[src/hw/ppm_defines.svh]
// constants for the parallel port pin mux
// assumes inclusion by bare name from the package and the design files
`ifndef PPM_DEFINES_SVH
`define PPM_DEFINES_SVH
`define PPM_DATA_W 16
`define PPM_HIZ_OE_N 1'h1
`define PPM_DRIVE_OE_N 1'h0
`define PPM_PIN_IDLE 1'h1
`define PPM_PAD_OUT_RST 1'h0
`define PPM_GPIO_DIR_RST 2'h0
`define PPM_GPIO_OUT_RST 2'h0
`define PPM_STRAP_RST 1'h0
`define PPM_GPIO_A_BIT 0
`define PPM_GPIO_B_BIT 1
`endif

[src/hw/ppm_pkg.sv]
// types for the parallel port pin mux
// assumes ppm_defines.svh sits beside it
`include "ppm_defines.svh"
package ppm_pkg;
  // memory type of the access in progress
  typedef enum logic [1:0] {
    MEM_ASYNC,
    MEM_SYNC,
    MEM_SDRAM
  } ppm_mem_type;

  // pin function after reset
  typedef enum logic [1:0] {
    ST_RESET,
    ST_GPIO,
    ST_MEM
  } ppm_state_type;

  // strobes offered by the memory interface
  typedef struct packed {
    logic async_re;
    logic sync_ads;
    logic sdram_cas;
    logic sync_re;
    logic async_oe;
    logic sync_oe;
    logic sdram_ras;
  } ppm_strobe_type;

  // one pad drive: value and active-low enable
  typedef struct packed {
    logic out;
    logic oe_n;
  } ppm_pad_type;
endpackage : ppm_pkg

[src/hw/ppm_top.sv]
// parallel port pin mux: two control pins and the low data half
// assumes pin inputs synchronous to SYS_CLK and a synchronous active-high reset
//
// Operation
// strap high in reset: pin zero carries read strobe, low: general bit a.
// pin zero function freezes when reset releases.
// general bit a starts as input after reset.
// read strobe pin floats in reset, then drives 1.
// read strobe: async read-enable, sync address strobe, column strobe, sync read-enable.
// strap high in reset: pin one carries output enable, low: general bit b.
// pin one function freezes when reset releases.
// general bit b starts as input after reset.
// output enable pin floats in reset, then drives 1.
// output enable pin: async, sync output-enable or row strobe by memory type.
// strap high: low data half is memory data, inputs after reset.
// strap low: low data half belongs to the host port.
`timescale 1ns/1ps
`include "ppm_defines.svh"
module ppm_top #(
  parameter int DATA_W = `PPM_DATA_W
) (
  // clock and reset
  input wire logic SYS_CLK,
  input wire logic SRST,
  // strap
  input wire logic BOOT_STRAP_PIN,
  // control pins
  input wire logic CTRL_PIN_ZERO_IN,
  output logic CTRL_PIN_ZERO_OUT,
  output logic CTRL_PIN_ZERO_OE_N,
  input wire logic CTRL_PIN_ONE_IN,
  output logic CTRL_PIN_ONE_OUT,
  output logic CTRL_PIN_ONE_OE_N,
  // low data half pins
  input wire logic [DATA_W-1:0] DATA_PIN_IN,
  output logic [DATA_W-1:0] DATA_PIN_OUT,
  output logic [DATA_W-1:0] DATA_PIN_OE_N,
  // general-purpose controller
  input wire logic GPIO_WR,
  input wire logic [1:0] GPIO_DIR_WDATA,
  input wire logic [1:0] GPIO_OUT_WDATA,
  output logic [1:0] GPIO_DIR,
  output logic [1:0] GPIO_IN,
  // memory interface
  input wire ppm_pkg::ppm_mem_type MEM_TYPE,
  input wire logic READ_ENABLE_SELECT_BIT,
  input wire ppm_pkg::ppm_strobe_type MEM_STROBES,
  input wire logic [DATA_W-1:0] MEM_DATA_OUT,
  input wire logic MEM_DATA_DRIVE,
  output logic [DATA_W-1:0] MEM_DATA_LOW_HALF,
  // host port
  input wire logic [DATA_W-1:0] HOST_DATA_OUT,
  input wire logic HOST_DATA_DRIVE,
  output logic [DATA_W-1:0] HOST_PORT_DATA_BUS,
  // selection status
  output logic MEM_SELECTED
);
  if (DATA_W < 1) begin : g_bad_width
    $error("ppm_top: DATA_W must be at least 1");
  end

  logic strap_q;
  logic rst_d1_q;
  ppm_pkg::ppm_state_type state_q;
  logic [1:0] gpio_dir_q;
  logic [1:0] gpio_out_q;
  logic rd_strobe;
  logic oe_strobe;
  logic mem_sel;
  logic gpio_sel;
  logic post_rst;
  logic [DATA_W-1:0] data_val;
  logic data_drive;
  ppm_pkg::ppm_pad_type pad0;
  ppm_pkg::ppm_pad_type pad1;
  ppm_pkg::ppm_pad_type [DATA_W-1:0] dpad;

  // strap sampled only while reset holds
  always_ff @(posedge SYS_CLK) begin
    if (SRST) begin
      strap_q <= BOOT_STRAP_PIN;
    end
  end

  // one-cycle marker of the reset release
  always_ff @(posedge SYS_CLK) begin
    rst_d1_q <= SRST;
  end

  // function fixed at release
  always_ff @(posedge SYS_CLK) begin
    if (SRST) begin
      state_q <= ppm_pkg::ST_RESET;
    end else begin
      case (state_q)
        ppm_pkg::ST_RESET: begin
          state_q <= strap_q ? ppm_pkg::ST_MEM : ppm_pkg::ST_GPIO;
        end
        ppm_pkg::ST_GPIO: begin
          state_q <= ppm_pkg::ST_GPIO;
        end
        ppm_pkg::ST_MEM: begin
          state_q <= ppm_pkg::ST_MEM;
        end
        default: begin
          state_q <= ppm_pkg::ST_RESET;
        end
      endcase
    end
  end

  assign mem_sel = strap_q;
  assign gpio_sel = !strap_q;
  assign post_rst = rst_d1_q;

  // general bits come up as inputs
  always_ff @(posedge SYS_CLK) begin
    if (SRST) begin
      gpio_dir_q <= `PPM_GPIO_DIR_RST;
      gpio_out_q <= `PPM_GPIO_OUT_RST;
    end else if (GPIO_WR && gpio_sel) begin
      gpio_dir_q <= GPIO_DIR_WDATA;
      gpio_out_q <= GPIO_OUT_WDATA;
    end
  end

  // read strobe role by memory type
  always_comb begin
    case (MEM_TYPE)
      ppm_pkg::MEM_ASYNC: rd_strobe = MEM_STROBES.async_re;
      ppm_pkg::MEM_SYNC: begin
        rd_strobe = READ_ENABLE_SELECT_BIT ? MEM_STROBES.sync_re : MEM_STROBES.sync_ads;
      end
      ppm_pkg::MEM_SDRAM: rd_strobe = MEM_STROBES.sdram_cas;
      default: rd_strobe = `PPM_PIN_IDLE;
    endcase
  end

  // output enable role by memory type
  always_comb begin
    case (MEM_TYPE)
      ppm_pkg::MEM_ASYNC: oe_strobe = MEM_STROBES.async_oe;
      ppm_pkg::MEM_SYNC: oe_strobe = MEM_STROBES.sync_oe;
      ppm_pkg::MEM_SDRAM: oe_strobe = MEM_STROBES.sdram_ras;
      default: oe_strobe = `PPM_PIN_IDLE;
    endcase
  end

  // control pin zero: read strobe or general bit a
  ppm_pad u_pad0 (
    .clk(SYS_CLK),
    .srst(SRST),
    .drive_en(mem_sel || gpio_dir_q[`PPM_GPIO_A_BIT]),
    .value(mem_sel ? (post_rst ? `PPM_PIN_IDLE : rd_strobe) : gpio_out_q[`PPM_GPIO_A_BIT]),
    .pad(pad0)
  );

  // control pin one: output enable or general bit b
  ppm_pad u_pad1 (
    .clk(SYS_CLK),
    .srst(SRST),
    .drive_en(mem_sel || gpio_dir_q[`PPM_GPIO_B_BIT]),
    .value(mem_sel ? (post_rst ? `PPM_PIN_IDLE : oe_strobe) : gpio_out_q[`PPM_GPIO_B_BIT]),
    .pad(pad1)
  );

  // low data half owner
  assign data_val = mem_sel ? MEM_DATA_OUT : HOST_DATA_OUT;
  assign data_drive = !post_rst && (mem_sel ? MEM_DATA_DRIVE : HOST_DATA_DRIVE);

  for (genvar i = 0; i < DATA_W; i++) begin : g_dpad
    ppm_pad u_dpad (
      .clk(SYS_CLK),
      .srst(SRST),
      .drive_en(data_drive),
      .value(data_val[i]),
      .pad(dpad[i])
    );
    assign DATA_PIN_OUT[i] = dpad[i].out;
    assign DATA_PIN_OE_N[i] = dpad[i].oe_n;
  end

  assign CTRL_PIN_ZERO_OUT = pad0.out;
  assign CTRL_PIN_ZERO_OE_N = pad0.oe_n;
  assign CTRL_PIN_ONE_OUT = pad1.out;
  assign CTRL_PIN_ONE_OE_N = pad1.oe_n;

  // inputs go only to the selected owner
  assign GPIO_DIR = gpio_dir_q;
  assign GPIO_IN = gpio_sel ? {CTRL_PIN_ONE_IN, CTRL_PIN_ZERO_IN} : 2'h0;
  assign MEM_DATA_LOW_HALF = mem_sel ? DATA_PIN_IN : '0;
  assign HOST_PORT_DATA_BUS = mem_sel ? '0 : DATA_PIN_IN;
  assign MEM_SELECTED = (state_q == ppm_pkg::ST_MEM);
endmodule : ppm_top

[src/hw/ppm_pad.sv]
// registered output stage of one two-way pad
// assumes synchronous active-high reset; the pin floats while reset holds
`timescale 1ns/1ps
`include "ppm_defines.svh"
module ppm_pad (
  // clock and reset
  input wire logic clk,
  input wire logic srst,
  // drive request
  input wire logic drive_en,
  input wire logic value,
  // pad side
  output ppm_pkg::ppm_pad_type pad
);
  ppm_pkg::ppm_pad_type pad_q;

  // float in reset, else follow the request
  always_ff @(posedge clk) begin
    if (srst) begin
      pad_q.out <= `PPM_PAD_OUT_RST;
      pad_q.oe_n <= `PPM_HIZ_OE_N;
    end else begin
      pad_q.out <= value;
      pad_q.oe_n <= drive_en ? `PPM_DRIVE_OE_N : `PPM_HIZ_OE_N;
    end
  end

  assign pad = pad_q;
endmodule : ppm_pad

[config.mk]
export PLATFORM = sky130hd
export DESIGN_NAME = ppm_top
export DESIGN_NICKNAME = d
export VERILOG_FILES = /design/src/hw/ppm_pkg.sv /design/src/hw/ppm_top.sv /design/src/hw/ppm_pad.sv
export VERILOG_INCLUDE_DIRS = /design/src /design/src/hw
export SDC_FILE = /design/constraint.sdc
export NUM_CORES = 1
export LEC_CHECK = 0
export BUFFER_PORTS_ARGS = -buffer_cell sky130_fd_sc_hd__clkbuf_2
export CORE_UTILIZATION = 30
export DETAILED_ROUTE_END_ITERATION = 8
export PLACE_DENSITY = 0.68
export SLEW_MARGIN = 20
export SYNTH_ARGS = -nofsm -noshare
export SYNTH_HDL_FRONTEND = slang
export SYNTH_HIERARCHICAL = 1
export SYNTH_SLANG_ARGS = --single-unit
[constraint.sdc]
create_clock -name SYS_CLK -period 1.65 [get_ports SYS_CLK]
set_input_delay 0.33 -clock SYS_CLK [delete_from_list [all_inputs] [get_ports SYS_CLK]]
set_output_delay 0.33 -clock SYS_CLK [all_outputs]
set_load 0.03 [all_outputs]
==> flow_summary_export.csv <==
group,metric,value,unit
cells_and_area,final_cell_mix,"clkbuf_2, dfxtp_1, nor2b_1, nand2b_1, mux2_2",
cells_and_area,areaGrowthSynthToFinish,54.6,%
status,outcome,"finished clean",
critical_path,critPathRequiredTime,1320,ps
cells_and_area,layout_commonest_cell,"clkbuf_2",
cells_and_area,fillers,537,
cells_and_area,num_antenna_cells,0,
power_and_ir_drop,internal_power,1860,uW
critical_path,r2r-start,"mem_sel",
power_and_ir_drop,total_power,2660,uW
flow_run,cap_violations,0,
min_path,hold_class,"primary input to flip-flop",
floorplan,ioPinCount,143,
synthesis,synth_fa_ha_area_share,0,%
synthesis,netlist_area,0.00175,sq mm
cells_and_area,multi_input_area,808,sq um
global_routing,grt_pass1_vias,1370,
global_routing,grt_antenna_before_repair,0,
sta,fmaxAchievable,0.625,GHz
cells_and_area,post-route-util,48.5,%
sta,fin_crit,1600,ps
clock_network,clockBufferDepth,2,
power_and_ir_drop,p_per_area,983,mW/mm^2
synthesis,synth_top_family_by_area,"simple AND/OR/NAND/NOR gates",
synthesis,synthXorXnorAreaFrac,0,%
routing,num_vias,1591,
place,hpwl,3280,microns
sta,tightest_slew,368,ps
floorplan,fp-row-count,27,
cells_and_area,final_layout_size_suffix_gt1_share,55.3,%
clock_network,numCtsBuffers,5,
power_and_ir_drop,leakage,0.00136,uW
synthesis,synth.avg_cell_area,10.4,sq um
clock_network,cts_tree,"yes",
sta,rsz0062_at_grt,"no",
synthesis,synth-seq-cells,44,
place,globalplace.congestion,0.674,
power_and_ir_drop,p_clk_share,31.2,%
critical_path,crit_start,"mem_sel",
global_routing,track_usage,12.9,%
critical_path,crit_path_end_kind,"output port",
synthesis,ys_seq_area_share,50.9,%
synthesis,synth_cell_type_count,20,
floorplan,die_area,0.00614,sq mm
critical_path,crit_arrival,1270,ps
global_routing,grt_pass1_wl,6140,microns
synthesis,yosys.area_share.simple,28.8,%
critical_path,critPathKind,"flip-flop to output port",
routing,avgRoutedWirePerCell,10.7,microns
synthesis,syn-num-nets,238,
cells_and_area,seq_area,891,sq um
sta,setup_violations,0,
critical_path,crit_path_start_kind,"flip-flop",
routing,ant_nets,0,
clock_network,cts-root-buf,"clkbuf_8",
routing,drc,0,
clock_network,clkTransAtPathRegs,80,ps
sta,slew_violations,0,
clock_network,clk_latency,290,ps
sta,fin_worst_skew,2.85,ps
critical_path,crit_fanout,34,
synthesis,synth_mux_area_share,14.4,%
routing,via_per_inst,4.08,
place,io_buffers,142,
floorplan,start_util,31.4,%
floorplan,die_y,78.4,microns
global_routing,grt-ovfl-total,0,
power_and_ir_drop,power_switching,800,uW
place,place_area,0.00258,sq mm
synthesis,synth_compound_area_share,3.00,%
power_and_ir_drop,netSwitchingFraction,30.1,%
sta,tns,0,ps
power_and_ir_drop,ir_drop,0.000477,V
cells_and_area,finalInstanceArea,0.00271,sq mm
sta,finalHoldViolCount,0,
clock_network,cts_sinks,44,
clock_network,hold_buffers,0,
routing,drtIter0Drc,48,
sta,fin_crit_sh,97.0,%
floorplan,die_width,78.4,microns
cells_and_area,nets,387,
power_and_ir_drop,p_seq_share,43.6,%
clock_network,htreeDepth,2,
routing,drt_first_pass_iters,4,
sta,relSlewSlack,75.5,%
synthesis,synth_warnings,6,
global_routing,grt_max_degree,35,
min_path,min_from,"BOOT_STRAP_PIN",
floorplan,coreArea,0.00557,sq mm
power_and_ir_drop,p_comb_share,25.2,%
synthesis,synth_cells,168,
routing,wirelength,4160,microns
## kinds of logic (layout without fill, tap and decap cells)
logic type,count (synthesis),count (layout)
AOI/OAI and AO/OA,8,8
buffers and inverters,9,159
DFF,44,44
muxes,23,23
and+or+nand+nor,84,84
## registers in the layout (all words and copies together), names as in the netlist
signal / cells
g_dpad.u_dpad/pad: 32
GPIO_DIR: 2
gpio_out_q: 2
state_q: 2
u_pad0/pad: 2
u_pad1/pad: 2
mem_sel: 1
post_rst: 1
## what timing repair did
item | in CTS | in global routing
buffers inserted | 0 | 1
gates resized for setup | 0 | 13
setup endpoints to repair | 0 | 12
## through the flow
step / hold WS, ps / instances / setup slack [ps]
after global routing: 210 / 390 / 1.41
after detailed placement: 445 / 381 / 336
after CTS: 209 / 389 / 24.9
final: 220 / 390 / 49.8
after floorplan: 358 / 168 / 158
after global placement: 417 / 381 / 363
## cell usage after synthesis, drive strengths merged
cell type   n  area, sq um
a211oi      2         15.0
a21oi       1         5.00
a31oi       2         12.5
and2       16          100
buf         6         37.5
clkbuf      1         5.00
dfxtp      43          861
edfxtp      1         30.0
inv         2         7.51
mux2       17          191
mux2i       6         60.1
nand2b     18          113
nor2        8         30.0
nor2b      39          244
nor3        1         5.00
o21a        1         7.51
o21ai       1         5.00
o31ai       1         7.51
or2         2         12.5
## path summary, 6_finish.rpt
check                               end  slack (ps)  cells after the start
setup / recovery  HOST_PORT_DATA_BUS[5]          50                      3
hold / removal                  mem_sel         220                      1
setup reg to reg          gpio_out_q[0]         220                      6
hold reg to reg              state_q[0]         450                      1
## final cells by class
cell class                      count  area share [%]
Sequential cell                    44            32.9
Inverter                            2           0.278
Tap cell                           72            3.33
Timing Repair Buffer              149            29.3
Multi-Input combinational cell    115            29.9
Clock inverter                      3            1.71
Clock buffer                        5            2.54
## power by group through the flow
stage                     Sequential (uW)  Clock (uW)  Combinational (uW)
after floorplan                      1300           0                 307
after global placement               1180           0                 661
after detailed placement             1190           0                 671
after CTS                            1160         866                 673
after global routing                 1170         900                 716
final                                1160         829                 669
## routing by layer
metal | vias to the layer above | wire length, microns | GRT usage [%]
met1 | 691 | 1870 | 14.9
met5 | - | 0 | 0
met4 | 0 | 16 | 4.63
met3 | 2 | 238 | 4.07
met2 | 63 | 2040 | 22.4
li1 | 835 | - | -
## critical path, stage by stage (launching register included)
cell	delay, ps
edfxtp_1	450
buf_12	190
nor2b_1	120
clkbuf_2	210
(Power assumes the default switching activity.)
